### config.mk
export PLATFORM = sky130hd
export DESIGN_NAME = csrb_bank
export DESIGN_NICKNAME = d
export VERILOG_FILES = /design/src/rtl/csrb_pkg.sv /design/src/rtl/csrb_bank.sv
export SDC_FILE = /design/constraint.sdc
export NUM_CORES = 1
export LEC_CHECK = 0
export BUFFER_PORTS_ARGS = -buffer_cell sky130_fd_sc_hd__buf_4
export CORE_MARGIN = 1.5
export CORE_UTILIZATION = 35
export CTS_BUF_LIST = sky130_fd_sc_hd__clkbuf_16
export DETAILED_ROUTE_END_ITERATION = 10
export PLACE_DENSITY = 0.67
export SYNTH_ARGS = -nofsm -noshare
export SYNTH_HDL_FRONTEND = slang
export SYNTH_SLANG_ARGS = --single-unit
### constraint.sdc
create_clock -name sys_clk -period 4.56 [get_ports sys_clk]
set_input_delay 0.228 -clock sys_clk [delete_from_list [all_inputs] [get_ports sys_clk]]
set_output_delay 0.228 -clock sys_clk [all_outputs]
set_load 0.03 [all_outputs]
### src/rtl/csrb_pkg.sv
/*
 Package for the conditioner system register bank: register indices,
 field positions, reset values and the request and reply carriers.
 Assumes a frame engine on the same clock that decodes diagnostic frames.
*/
package csrb_pkg;

    localparam logic [7:0] ADDR_AMP_CTRL = 8'hB0;
    localparam logic [7:0] ADDR_AMP_GAIN = 8'hB1;
    localparam logic [7:0] ADDR_OFS_FIRST = 8'hB2;
    localparam logic [7:0] ADDR_OFS_SECOND = 8'hB3;
    localparam logic [7:0] ADDR_OFS_THIRD = 8'hB4;
    localparam logic [7:0] ADDR_EXT_GAIN = 8'hB5;
    localparam logic [7:0] ADDR_EXT_SINK = 8'hB6;
    localparam logic [7:0] ADDR_NVM_STATUS = 8'hBB;
    localparam logic [7:0] ADDR_FAULT_FLAGS = 8'hBC;
    localparam logic [7:0] ADDR_FAULT_EN = 8'hBD;
    localparam logic [7:0] ADDR_FAULT_REC = 8'hBE;
    localparam logic [7:0] ADDR_SI_REV = 8'hD0;

    localparam int AMP_CTRL_W = 2;
    localparam int AMP_GAIN_W = 5;
    localparam int DAC_W = 7;
    localparam int HI_CODE_LSB = 8;
    localparam int EXT_GAIN_W = 10;
    localparam int SINK_W = 3;
    localparam int SENS_FIRST_LSB = 7;
    localparam int SENS_SECOND_LSB = 5;
    localparam int REF_FIRST_LSB = 2;
    localparam int REF_SECOND_LSB = 0;
    localparam int FIRST_GAIN_W = 3;
    localparam int SECOND_GAIN_W = 2;
    localparam int FLOAT_CUR_BIT = 1;
    localparam int REVERSE_BIT = 0;
    localparam int REV_W = 16;

    localparam logic [31:0] RESET_ZERO = 32'h0000_0000;

    typedef struct packed {
        logic valid;
        logic write;
        logic wide;
        logic [7:0] addr;
        logic [31:0] data;
    } csrb_req_type;

    typedef struct packed {
        logic valid;
        logic ok;
        logic [31:0] data;
    } csrb_rsp_type;

    typedef struct packed {
        logic busy;
        logic progDone;
        logic enableTimeout;
        logic progTimeout;
        logic readTimeout;
        logic eccFail;
        logic eccUsed;
        logic progStatus;
    } csrb_nvm_type;

endpackage

### src/rtl/csrb_bank.sv
/*
 Conditioner system register bank: the register map reached by
 diagnostic read and write frames, with codes driven to the analog side.
 Assumes a frame engine, fault handler and memory engine on sys_clk.
*/
`timescale 1ns/10ps
`default_nettype none
module csrb_bank #(
    // Arbitrary revision value.
    parameter logic [15:0] SILICON_REV = 16'h0001
) (
    input wire logic sys_clk,
    input wire logic rst_n,
    input wire csrb_pkg::csrb_req_type req,
    output csrb_pkg::csrb_rsp_type rsp,
    input wire logic [31:0] faultEvent,
    input wire logic [31:0] faultClear,
    input wire csrb_pkg::csrb_nvm_type nvmState,
    output logic floatCurrentHigh,
    output logic reverseInputs,
    output logic [4:0] ampGain,
    output logic [6:0] firstOffsetDacCode,
    output logic [6:0] secondOffsetDacCode,
    output logic [6:0] thirdOffsetDacCode,
    output logic [6:0] positiveOffsetDacCode,
    output logic [6:0] stageThreeDacCode,
    output logic [2:0] sensorFirstGain,
    output logic [1:0] sensorSecondGain,
    output logic [2:0] referenceFirstGain,
    output logic [1:0] referenceSecondGain,
    output logic [2:0] extTempSinkCurrent,
    output logic [31:0] faultDetectEnable,
    output logic [31:0] faultRecordEnable
);
    import csrb_pkg::*;

    logic [31:0] faultFlags;
    logic [7:0] nvmStatus;
    logic [31:0] readData;
    logic readHit;
    logic writeHit;
    logic wrStrobe;
    logic [31:0] next_faultFlags;
    logic rdStrobe;
    logic [31:0] enabledEvents;
    csrb_nvm_type statusSeen;

    function automatic logic isWide(input logic [7:0] a);
        return (a == ADDR_FAULT_FLAGS) || (a == ADDR_FAULT_EN) ||
               (a == ADDR_FAULT_REC);
    endfunction

    function automatic logic [6:0] dacField(input logic [31:0] d,
                                            input int lsb);
        return d[lsb +: DAC_W];
    endfunction

    // Writable addresses; status words ignore writes.
    assign writeHit = (req.addr == ADDR_AMP_CTRL) ||
                      (req.addr == ADDR_AMP_GAIN) ||
                      (req.addr == ADDR_OFS_FIRST) ||
                      (req.addr == ADDR_OFS_SECOND) ||
                      (req.addr == ADDR_OFS_THIRD) ||
                      (req.addr == ADDR_EXT_GAIN) ||
                      (req.addr == ADDR_EXT_SINK) ||
                      (req.addr == ADDR_FAULT_EN) ||
                      (req.addr == ADDR_FAULT_REC);
    assign readHit = writeHit || (req.addr == ADDR_NVM_STATUS) ||
                     (req.addr == ADDR_FAULT_FLAGS) ||
                     (req.addr == ADDR_SI_REV);
    // Command width must suit the register width.
    assign wrStrobe = req.valid && req.write && writeHit &&
                      (req.wide == isWide(req.addr));
    assign rdStrobe = req.valid && !req.write;

    // Status byte mapped bit for bit.
    assign nvmStatus = {nvmState.busy, nvmState.progDone,
                        nvmState.enableTimeout, nvmState.progTimeout,
                        nvmState.readTimeout, nvmState.eccFail,
                        nvmState.eccUsed, nvmState.progStatus};
    assign statusSeen = rsp.data[$bits(csrb_nvm_type)-1:0];

    // Enabled events set flags; a set wins over a clear.
    assign enabledEvents = faultEvent & faultDetectEnable;
    assign next_faultFlags = (faultFlags & ~faultClear) | enabledEvents;

    // Read mux, unassigned bits zero.
    always_comb
    begin
        readData = RESET_ZERO;
        unique case (req.addr)
            ADDR_AMP_CTRL: readData[AMP_CTRL_W-1:0] =
                {floatCurrentHigh, reverseInputs};
            ADDR_AMP_GAIN: readData[AMP_GAIN_W-1:0] = ampGain;
            ADDR_OFS_FIRST: readData[14:0] =
                {secondOffsetDacCode, 1'b0, firstOffsetDacCode};
            ADDR_OFS_SECOND: readData[14:0] =
                {positiveOffsetDacCode, 1'b0, thirdOffsetDacCode};
            ADDR_OFS_THIRD: readData[DAC_W-1:0] = stageThreeDacCode;
            ADDR_EXT_GAIN: readData[EXT_GAIN_W-1:0] =
                {sensorFirstGain, sensorSecondGain,
                 referenceFirstGain, referenceSecondGain};
            ADDR_EXT_SINK: readData[SINK_W-1:0] = extTempSinkCurrent;
            ADDR_NVM_STATUS: readData[7:0] = nvmStatus;
            ADDR_FAULT_FLAGS: readData = faultFlags;
            ADDR_FAULT_EN: readData = faultDetectEnable;
            ADDR_FAULT_REC: readData = faultRecordEnable;
            ADDR_SI_REV: readData[REV_W-1:0] = SILICON_REV;
            default: readData = RESET_ZERO;
        endcase
    end

    always_ff @(posedge sys_clk)
    begin
        if (!rst_n)
        begin
            faultFlags <= RESET_ZERO;
        end
        else
        begin
            faultFlags <= next_faultFlags;
        end
    end

    // Frame answer one cycle after the request.
    always_ff @(posedge sys_clk)
    begin
        if (!rst_n)
        begin
            rsp <= '0;
        end
        else
        begin
            rsp.valid <= req.valid;
            rsp.ok <= req.valid && readHit && (req.wide == isWide(req.addr))
                      && !(req.write && !writeHit);
            rsp.data <= (req.valid && !req.write) ? readData : RESET_ZERO;
        end
    end

    always_ff @(posedge sys_clk)
    begin
        if (!rst_n)
        begin
            floatCurrentHigh <= 1'b0;
            reverseInputs <= 1'b0;
            ampGain <= '0;
            firstOffsetDacCode <= '0;
            secondOffsetDacCode <= '0;
            thirdOffsetDacCode <= '0;
            positiveOffsetDacCode <= '0;
            stageThreeDacCode <= '0;
            sensorFirstGain <= '0;
            sensorSecondGain <= '0;
            referenceFirstGain <= '0;
            referenceSecondGain <= '0;
            extTempSinkCurrent <= '0;
            faultDetectEnable <= RESET_ZERO;
            faultRecordEnable <= RESET_ZERO;
        end
        else if (wrStrobe)
        begin
            unique case (req.addr)
                ADDR_AMP_CTRL:
                begin
                    floatCurrentHigh <= req.data[FLOAT_CUR_BIT];
                    reverseInputs <= req.data[REVERSE_BIT];
                end
                ADDR_AMP_GAIN: ampGain <= req.data[AMP_GAIN_W-1:0];
                ADDR_OFS_FIRST:
                begin
                    secondOffsetDacCode <= dacField(req.data, HI_CODE_LSB);
                    firstOffsetDacCode <= dacField(req.data, 0);
                end
                ADDR_OFS_SECOND:
                begin
                    positiveOffsetDacCode <= dacField(req.data, HI_CODE_LSB);
                    thirdOffsetDacCode <= dacField(req.data, 0);
                end
                ADDR_OFS_THIRD: stageThreeDacCode <= dacField(req.data, 0);
                ADDR_EXT_GAIN:
                begin
                    sensorFirstGain <=
                        req.data[SENS_FIRST_LSB +: FIRST_GAIN_W];
                    sensorSecondGain <=
                        req.data[SENS_SECOND_LSB +: SECOND_GAIN_W];
                    referenceFirstGain <=
                        req.data[REF_FIRST_LSB +: FIRST_GAIN_W];
                    referenceSecondGain <=
                        req.data[REF_SECOND_LSB +: SECOND_GAIN_W];
                end
                ADDR_EXT_SINK: extTempSinkCurrent <= req.data[SINK_W-1:0];
                ADDR_FAULT_EN: faultDetectEnable <= req.data;
                ADDR_FAULT_REC: faultRecordEnable <= req.data;
                default: ;
            endcase
        end
    end

    a_fault_set_wins: assert property (
        @(posedge sys_clk) disable iff (!rst_n)
        (faultEvent[0] && faultDetectEnable[0]) |=> faultFlags[0])
        else $error("Enabled fault did not set its flag.");
    a_fault_gated: assert property (
        @(posedge sys_clk) disable iff (!rst_n)
        (!faultFlags[0] && !faultDetectEnable[0]) |=> !faultFlags[0])
        else $error("Disabled fault set its flag.");
    a_all_enabled_set: assert property (
        @(posedge sys_clk) disable iff (!rst_n)
        (enabledEvents != RESET_ZERO) |=>
        (faultFlags & $past(enabledEvents)) == $past(enabledEvents))
        else $error("Enabled faults did not all set their flags.");
    a_flags_read: assert property (
        @(posedge sys_clk) disable iff (!rst_n)
        (rdStrobe && req.addr == ADDR_FAULT_FLAGS) |=>
        rsp.data == $past(faultFlags))
        else $error("Fault word read wrong.");
    a_enable_write: assert property (
        @(posedge sys_clk) disable iff (!rst_n)
        (wrStrobe && req.addr == ADDR_FAULT_EN) |=>
        faultDetectEnable == $past(req.data))
        else $error("Fault enable write not applied.");
    a_record_write: assert property (
        @(posedge sys_clk) disable iff (!rst_n)
        (wrStrobe && req.addr == ADDR_FAULT_REC) |=>
        faultRecordEnable == $past(req.data))
        else $error("Record enable write not applied.");

    a_ctrl_write: assert property (
        @(posedge sys_clk) disable iff (!rst_n)
        (wrStrobe && req.addr == ADDR_AMP_CTRL) |=>
        reverseInputs == $past(req.data[REVERSE_BIT]) &&
        floatCurrentHigh == $past(req.data[FLOAT_CUR_BIT]))
        else $error("Control write not applied.");
    a_ctrl_read: assert property (
        @(posedge sys_clk) disable iff (!rst_n)
        (rdStrobe && req.addr == ADDR_AMP_CTRL) |=>
        rsp.data == 32'({$past(floatCurrentHigh), $past(reverseInputs)}))
        else $error("Control read wrong.");
    a_ctrl_hold: assert property (
        @(posedge sys_clk) disable iff (!rst_n)
        !(wrStrobe && req.addr == ADDR_AMP_CTRL) |=>
        $stable(floatCurrentHigh) && $stable(reverseInputs))
        else $error("Control bits changed without a write.");

    a_ofs_first: assert property (
        @(posedge sys_clk) disable iff (!rst_n)
        (wrStrobe && req.addr == ADDR_OFS_FIRST) |=>
        secondOffsetDacCode == $past(req.data[14:8]))
        else $error("First offset codes misplaced.");
    a_ofs_first_low: assert property (
        @(posedge sys_clk) disable iff (!rst_n)
        (wrStrobe && req.addr == ADDR_OFS_FIRST) |=>
        firstOffsetDacCode == $past(req.data[DAC_W-1:0]))
        else $error("First offset low code misplaced.");
    a_ofs_gap_zero: assert property (
        @(posedge sys_clk) disable iff (!rst_n)
        (rdStrobe && req.addr == ADDR_OFS_FIRST) |=>
        !rsp.data[DAC_W])
        else $error("Unused offset bit read back set.");
    a_ofs_second: assert property (
        @(posedge sys_clk) disable iff (!rst_n)
        (wrStrobe && req.addr == ADDR_OFS_SECOND) |=>
        positiveOffsetDacCode == $past(req.data[14:8]) &&
        thirdOffsetDacCode == $past(req.data[6:0]))
        else $error("Second offset codes misplaced.");
    a_ofs_third_write: assert property (
        @(posedge sys_clk) disable iff (!rst_n)
        (wrStrobe && req.addr == ADDR_OFS_THIRD) |=>
        stageThreeDacCode == $past(req.data[DAC_W-1:0]))
        else $error("Third offset write not applied.");
    a_ofs_third_read: assert property (
        @(posedge sys_clk) disable iff (!rst_n)
        (rdStrobe && req.addr == ADDR_OFS_THIRD) |=>
        rsp.data == 32'($past(stageThreeDacCode)))
        else $error("Third offset read wrong.");

    a_sensor_gain: assert property (
        @(posedge sys_clk) disable iff (!rst_n)
        (wrStrobe && req.addr == ADDR_EXT_GAIN) |=>
        sensorFirstGain == $past(req.data[SENS_FIRST_LSB +: FIRST_GAIN_W]) &&
        sensorSecondGain == $past(req.data[SENS_SECOND_LSB +: SECOND_GAIN_W]))
        else $error("Sensor path gain codes misplaced.");
    a_reference_gain: assert property (
        @(posedge sys_clk) disable iff (!rst_n)
        (wrStrobe && req.addr == ADDR_EXT_GAIN) |=>
        referenceFirstGain ==
        $past(req.data[REF_FIRST_LSB +: FIRST_GAIN_W]) &&
        referenceSecondGain ==
        $past(req.data[REF_SECOND_LSB +: SECOND_GAIN_W]))
        else $error("Reference path gain codes misplaced.");
    a_sink_write: assert property (
        @(posedge sys_clk) disable iff (!rst_n)
        (wrStrobe && req.addr == ADDR_EXT_SINK) |=>
        extTempSinkCurrent == $past(req.data[2:0]))
        else $error("Sink current write not applied.");

    a_status_read: assert property (
        @(posedge sys_clk) disable iff (!rst_n)
        (req.valid && !req.write && req.addr == ADDR_NVM_STATUS) |=>
        rsp.data == {24'h000000, $past(nvmStatus)})
        else $error("Status byte read wrong.");
    a_busy_bit: assert property (
        @(posedge sys_clk) disable iff (!rst_n)
        (rdStrobe && req.addr == ADDR_NVM_STATUS) |=>
        statusSeen.busy == $past(nvmState.busy))
        else $error("Busy bit read wrong.");
    a_done_bit: assert property (
        @(posedge sys_clk) disable iff (!rst_n)
        (rdStrobe && req.addr == ADDR_NVM_STATUS) |=>
        statusSeen.progDone == $past(nvmState.progDone))
        else $error("Programming done bit read wrong.");
    a_ecc_used_bit: assert property (
        @(posedge sys_clk) disable iff (!rst_n)
        (rdStrobe && req.addr == ADDR_NVM_STATUS) |=>
        statusSeen.eccUsed == $past(nvmState.eccUsed))
        else $error("Correction used bit read wrong.");
    a_ecc_fail_bit: assert property (
        @(posedge sys_clk) disable iff (!rst_n)
        (rdStrobe && req.addr == ADDR_NVM_STATUS) |=>
        statusSeen.eccFail == $past(nvmState.eccFail))
        else $error("Correction failed bit read wrong.");
    a_read_timeout: assert property (
        @(posedge sys_clk) disable iff (!rst_n)
        (rdStrobe && req.addr == ADDR_NVM_STATUS) |=>
        statusSeen.readTimeout == $past(nvmState.readTimeout))
        else $error("Read timeout bit read wrong.");
    a_prog_timeout: assert property (
        @(posedge sys_clk) disable iff (!rst_n)
        (rdStrobe && req.addr == ADDR_NVM_STATUS) |=>
        statusSeen.progTimeout == $past(nvmState.progTimeout))
        else $error("Programming timeout bit read wrong.");
    a_enable_timeout: assert property (
        @(posedge sys_clk) disable iff (!rst_n)
        (rdStrobe && req.addr == ADDR_NVM_STATUS) |=>
        statusSeen.enableTimeout == $past(nvmState.enableTimeout))
        else $error("Enable step timeout bit read wrong.");

    a_rev_read: assert property (
        @(posedge sys_clk) disable iff (!rst_n)
        (req.valid && !req.write && req.addr == ADDR_SI_REV) |=>
        rsp.data == {16'h0000, SILICON_REV})
        else $error("Revision read wrong.");
    a_width_refused: assert property (
        @(posedge sys_clk) disable iff (!rst_n)
        (req.valid && req.wide != isWide(req.addr)) |=>
        !rsp.ok)
        else $error("Wrong command width accepted.");
    a_ro_ignored: assert property (
        @(posedge sys_clk) disable iff (!rst_n)
        (req.valid && req.write && !writeHit) |=>
        $stable(faultDetectEnable))
        else $error("Write to read-only changed state.");
    a_unmapped_zero: assert property (
        @(posedge sys_clk) disable iff (!rst_n)
        (rdStrobe && !readHit) |=>
        rsp.data == RESET_ZERO && !rsp.ok)
        else $error("Unmapped read returned data.");

endmodule // csrb_bank
`default_nettype wire

Yosys cells after proc, flatten, opt, wreduce, memory -nomap -nowiden
Cells that the tools add are included.
{"block": "totals", "regBits": 185, "inputBits": 117}
{"block": "classes", "eq_ne": 13, "muxes": 9, "bitwise_logic": 4, "n_reduce_logical": 34}
{"cell": "8-bit == test (second input constant)", "count": 12}
{"cell": "32-bit AND", "count": 2}
{"cell": "16-bit case mux with 3 select lines", "count": 1}
{"cell": "32-bit inverter", "count": 1}
{"cell": "32-bit bitwise OR", "count": 1}
{"cell": "5-bit case mux with 5 select lines", "count": 1}
{"cell": "2-bit case mux with 12 select lines", "count": 1}
{"cell": "2-bit AND reduction", "count": 10}
{"cell": "2-bit case mux with 9 select lines", "count": 1}
{"cell": "2-bit case mux with 8 select lines", "count": 1}
{"cell": "1-bit logical OR", "count": 13}
{"cell": "2-bit case mux with 6 select lines", "count": 1}
{"cell": "1-bit case mux with 10 select lines", "count": 1}
{"cell": "1-bit logical AND", "count": 8}
{"cell": "1-bit case mux with 5 select lines", "count": 1}
{"cell": "1-bit logical NOT", "count": 3}
{"cell": "1-bit case mux with 3 select lines", "count": 1}
{"cell": "1-bit == test", "count": 1}

Longest topological paths before layout
{"block": "logic_depth", "word_depth": 15, "mapped_depth": 8, "ltp_nobuf": 4}

Least setup slack after synthesis
Ideal clock, no wire load.
{"block": "synth_path", "path_kind": "in2reg", "from": "in req[35] in the netlist's numbering", "to": "reg firstOffsetDacCode[3]", "setup_time_ps": 116, "arrival_time_ps": 1468, "t_required_ps": 4444, "slack_ps": 2976, "cell_stages": 6, "path_buffers": 2, "cell_sequence": "or2_1 -> buf_6 -> nor4_4 -> buf_6 -> mux2i_1 -> nor2b_1"}
{"block": "synth_between", "elab_chain_cells": 12, "word_cells_on_any_way": 24, "cone_classes": "eq/ne (11); reduce/logical (13)"}
{"item": "start, declared", "line_no": "csrb_bank.sv:14", "text": "input wire csrb_pkg::csrb_req_type req,"}
{"item": "8-bit == test, on equally long branches", "line_no": "csrb_bank.sv:59, csrb_bank.sv:60"}
{"item": "1-bit logical OR", "line_no": "csrb_bank.sv:59", "text": "assign writeHit = (req.addr == ADDR_AMP_CTRL) ||"}
{"item": "1-bit logical OR", "line_no": "csrb_bank.sv:60", "text": "(req.addr == ADDR_AMP_GAIN) ||"}
{"item": "1-bit logical OR", "line_no": "csrb_bank.sv:61", "text": "(req.addr == ADDR_OFS_FIRST) ||"}
{"item": "1-bit logical OR", "line_no": "csrb_bank.sv:62", "text": "(req.addr == ADDR_OFS_SECOND) ||"}
{"item": "1-bit logical OR", "line_no": "csrb_bank.sv:63", "text": "(req.addr == ADDR_OFS_THIRD) ||"}
{"item": "1-bit logical OR", "line_no": "csrb_bank.sv:64", "text": "(req.addr == ADDR_EXT_GAIN) ||"}
{"item": "1-bit logical OR", "line_no": "csrb_bank.sv:65", "text": "(req.addr == ADDR_EXT_SINK) ||"}
{"item": "1-bit logical OR", "line_no": "csrb_bank.sv:66", "text": "(req.addr == ADDR_FAULT_EN) ||"}
{"item": "1-bit logical AND (2 in series)", "line_no": "csrb_bank.sv:72", "text": "assign wrStrobe = req.valid && req.write && writeHit &&"}
{"item": "2-bit AND reduction (no line) (*)"}
{"item": "end signal, assigned", "line_no": "csrb_bank.sv:173", "text": "firstOffsetDacCode <= dacField(req.data, 0);"}
{"item": "end, declared", "line_no": "csrb_bank.sv:22", "text": "output logic [6:0] firstOffsetDacCode,"}
Mark *: on every way between the ends. The rest lies on a longest branch, timed or not.
A chain may end at the register's enable or synchronous reset.

Worst setup path after layout
{"block": "layout_path", "from": "in req[38] in the netlist's numbering", "to": "reg rsp[30] in the netlist's numbering"}
{"block": "layout_between", "elab_chain_cells": 2, "word_cells_on_any_way": 4, "cone_classes": "eq/ne (3); mux (1)"}
{"item": "8-bit == test", "line_no": "csrb_bank.sv:91", "text": "unique case (req.addr)"}
{"item": "16-bit case mux with 3 select lines (*)", "line_no": "csrb_bank.sv:91"}
{"item": "end, declared", "line_no": "csrb_bank.sv:15", "text": "output csrb_pkg::csrb_rsp_type rsp,"}
Marked as above.

==> metrics.cfg <==
[placement]
place_hpwl_um = 19400
io_buffer_count = 269
dp_slack_ps = 2000
dp.cells = 1413
gp_congestion = 0.899

[sta]
slew_viol_final = 0
whs_ps = 59.6
setup_viol = 0
worst_slew_pin_slew_ps = 1230
setup_slack_ps = 2380
final.setup.tns_ps = 0
fin_crit_sh_pct = 47.8
post-route-min-period_ps = 2180
rsz0062_at_grt = false
hold_violations = 0
relSlewSlack_pct = 17.1
fmax_mhz = 459
finClkSkew_ps = 7.05

[clock_network]
numCtsBuffers = 17
insertion_delay_ps = 430
cts_tree = done
clock_sinks = 185
clk_pin_slew_worst_paths_ps = 70
cts_root_buf = clkbuf_16
cts_setup_buffers = 0
cts_hold_buf = 0
ctsResizeCount = 0
cts_max_path_buffers = 2
htreeDepth = 4

[global_route]
grt_use_total_pct = 21.7
antenna_found_initial = 0
grt_busiest_layer = met2
grt_pass1_wl_um = 40300
grt-ovfl-total = 0
grt_max_degree = 110
grt_pass1_vias = 6880
grt_use_met3_pct = 5.67
use_met2_pct = 36.4
met1_usage_pct = 27.6

[worst_setup_path]
cpMaxStageDelayCell = nand3_1
crit_path_max_fanout = 17
reg2reg_depth = 4
cp-end-kind = register
r2r_start = stageThreeDacCode[0]$_SDFFE_PN0P_
arrival_ps = 2520
cp.required_ps = 4900
cp-start-kind = input port
crit_path_max_incr_delay_ps = 740
critical_path_class = in2reg
cp_cell_sequence = buf_4 -> and4b_1 -> and3_1 -> nand3_1 -> nor2_1
r2r_end = rsp[0]$_SDFF_PN0_
reg2reg_slack_ps = 3310

[cells_and_area]
n_antenna_cell = 0
multiInputGateArea_um2 = 4290
drive_gt1_share_pct = 29.8
stdcell_count = 1445
nets = 1230
register_area_um2 = 3700
fill_cells = 2262
area_growth_pct = 33.6
post-route-util_pct = 47.5

[floorplanning]
fp.dieW_um = 157
ioPinCount = 270
initial_core_util_pct = 35.5
dieArea_um2 = 24600
core_area_um2 = 23300
num_rows = 56
die_y_um = 157

[job]
maxCapViolations = 0

[synthesis]
synth_top_area_share_pct = 44.7
ys_seq_area_share_pct = 44.7
syn_area_per_cell_um2 = 9.45
yosys_register_bits = 185
synth-edff-count = 0
async_flop_share_pct = 0
yosysMostFrequentCell = dfxtp_1
synth_area_leaders = dfxtp_1 45%, mux2i_1 14%, nor2b_1 7.0%, a21boi_0 5.8%, nand2_1 5.2%
synth_cell_type_count = 57
synth_fp_nets = 994
ys.flop_type = dfxtp_1
yosys-top-cells-count = 185 x dfxtp_1, 115 x mux2i_1, 115 x nand2_1, 93 x nor2b_1, 64 x a21boi_0
synth_area_um2 = 8290
syn_inst = 877
yosys.area.top_type = dfxtp_1
synth_warnings = 0

[min_path]
hold_path.class = in2reg
hold_path_end = faultRecordEnable[26]$_SDFFE_PN0P_
holdPathStages = 3
min_from = req[26]

[power_and_ir_drop]
cellPowerDensity_nw_per_um2 = 298
vdd_drop_max_uv = 183
total_leakage_power_nw = 4.45

[route]
vias = 7247
routedWlPerCell_um = 18.6
drc_errors = 0
vias_per_cell = 5.02
dr.pass1.iters = 5
ant_nets = 0
drt-total-wl_um = 26900
first_iter_violations = 446

[outcome]
status = complete, no violations

flip-flops by register name (all words and copies together), names as in the netlist, 3 cells and up:
name and flops:
thirdOffsetDacCode 7, secondOffsetDacCode 7, faultRecordEnable 32, sensorFirstGain 3
ampGain 5, positiveOffsetDacCode 7, firstOffsetDacCode 7, faultFlags 32
stageThreeDacCode 7, referenceFirstGain 3, extTempSinkCurrent 3, faultDetectEnable 32
rsp 34
critical path: cells and delay by family:
family                 cells  cell delay, ps
buffers and inverters      1             130
and+or+nand+nor            4            2150
layer usage:
layer	vias to the layer above	share of wire (%)
met5	-	0
li1	3510	-
met4	0	1.3
met3	28	7.6
met1	3449	43
met2	260	48
cell families after synthesis:
group | after synthesis | share of synthesized area, %
AOI/OAI and AO/OA | 150 | 13.1
xor gates and xnor gates | 1 | 0.106
adders and majority gates | 1 | 0.121
buffers and inverters | 68 | 3.68
DFF | 185 | 44.7
muxes | 127 | 15.8
and+or+nand+nor | 345 | 22.5
power breakdown:
part           leakage [nW]  internal (mW)  switching (mW)
registers              1.49           1.61        0.000586
clock network         0.284          0.767           0.688
logic                  2.67          0.110           0.117
per-stage QoR:
stage / instance area (µm²) / power (mW)
6_report: 11100 / 3.30
5_1_grt: 11100 / 3.41
4_1_cts: 11100 / 3.32
3_5_place_dp: 10500 / 1.88
3_3_place_gp: 10500 / 1.88
2_1_floorplan: 8290 / 1.76
area by class of cell:
type | count | share of cell area [%]
timing repair buffer | 279 | 18.9
inverter | 6 | 0.203
tap | 319 | 3.60
multi-input combinational | 624 | 38.8
clock buffer | 17 | 3.84
clock inverter | 15 | 1.24
sequential | 185 | 33.4
worst max-delay path by stage:
| stage | from | end | cells past startpoint |
|---|---|---|---|
| global placement | req[33] | positiveOffsetDacCode[5]$_SDFFE_PN0P_ | 5 |
| floorplan | req[35] | firstOffsetDacCode[3]$_SDFFE_PN0P_ | 6 |
| CTS | req[38] | rsp[30]$_SDFF_PN0_ | 5 |
| detailed placement | req[33] | positiveOffsetDacCode[3]$_SDFFE_PN0P_ | 5 |
| global route | req[38] | rsp[15]$_SDFF_PN0_ | 5 |
| finish | req[38] | rsp[30]$_SDFF_PN0_ | 5 |
layout by cell type (no fill, tap or decap), types with 5 or more instances in the layout:
master	netlist	layout
buf_4	1	279
dfxtp_1	185	185
mux2i_1	115	115
nand2_1	115	115
nor2b_1	93	92
a21boi_0	64	64
nor2_1	46	46
nand2b_1	37	37
a21oi_1	25	25
clkbuf_16	0	17
nand3_1	10	10
mux2_2	10	10
a22o_1	9	9
a31oi_1	8	8
o2bb2ai_1	7	7
a22oi_1	7	7
inv_1	6	6
and3_1	6	6
inv_6	0	6
nor3_1	5	5
(Power assumes the default switching activity.)
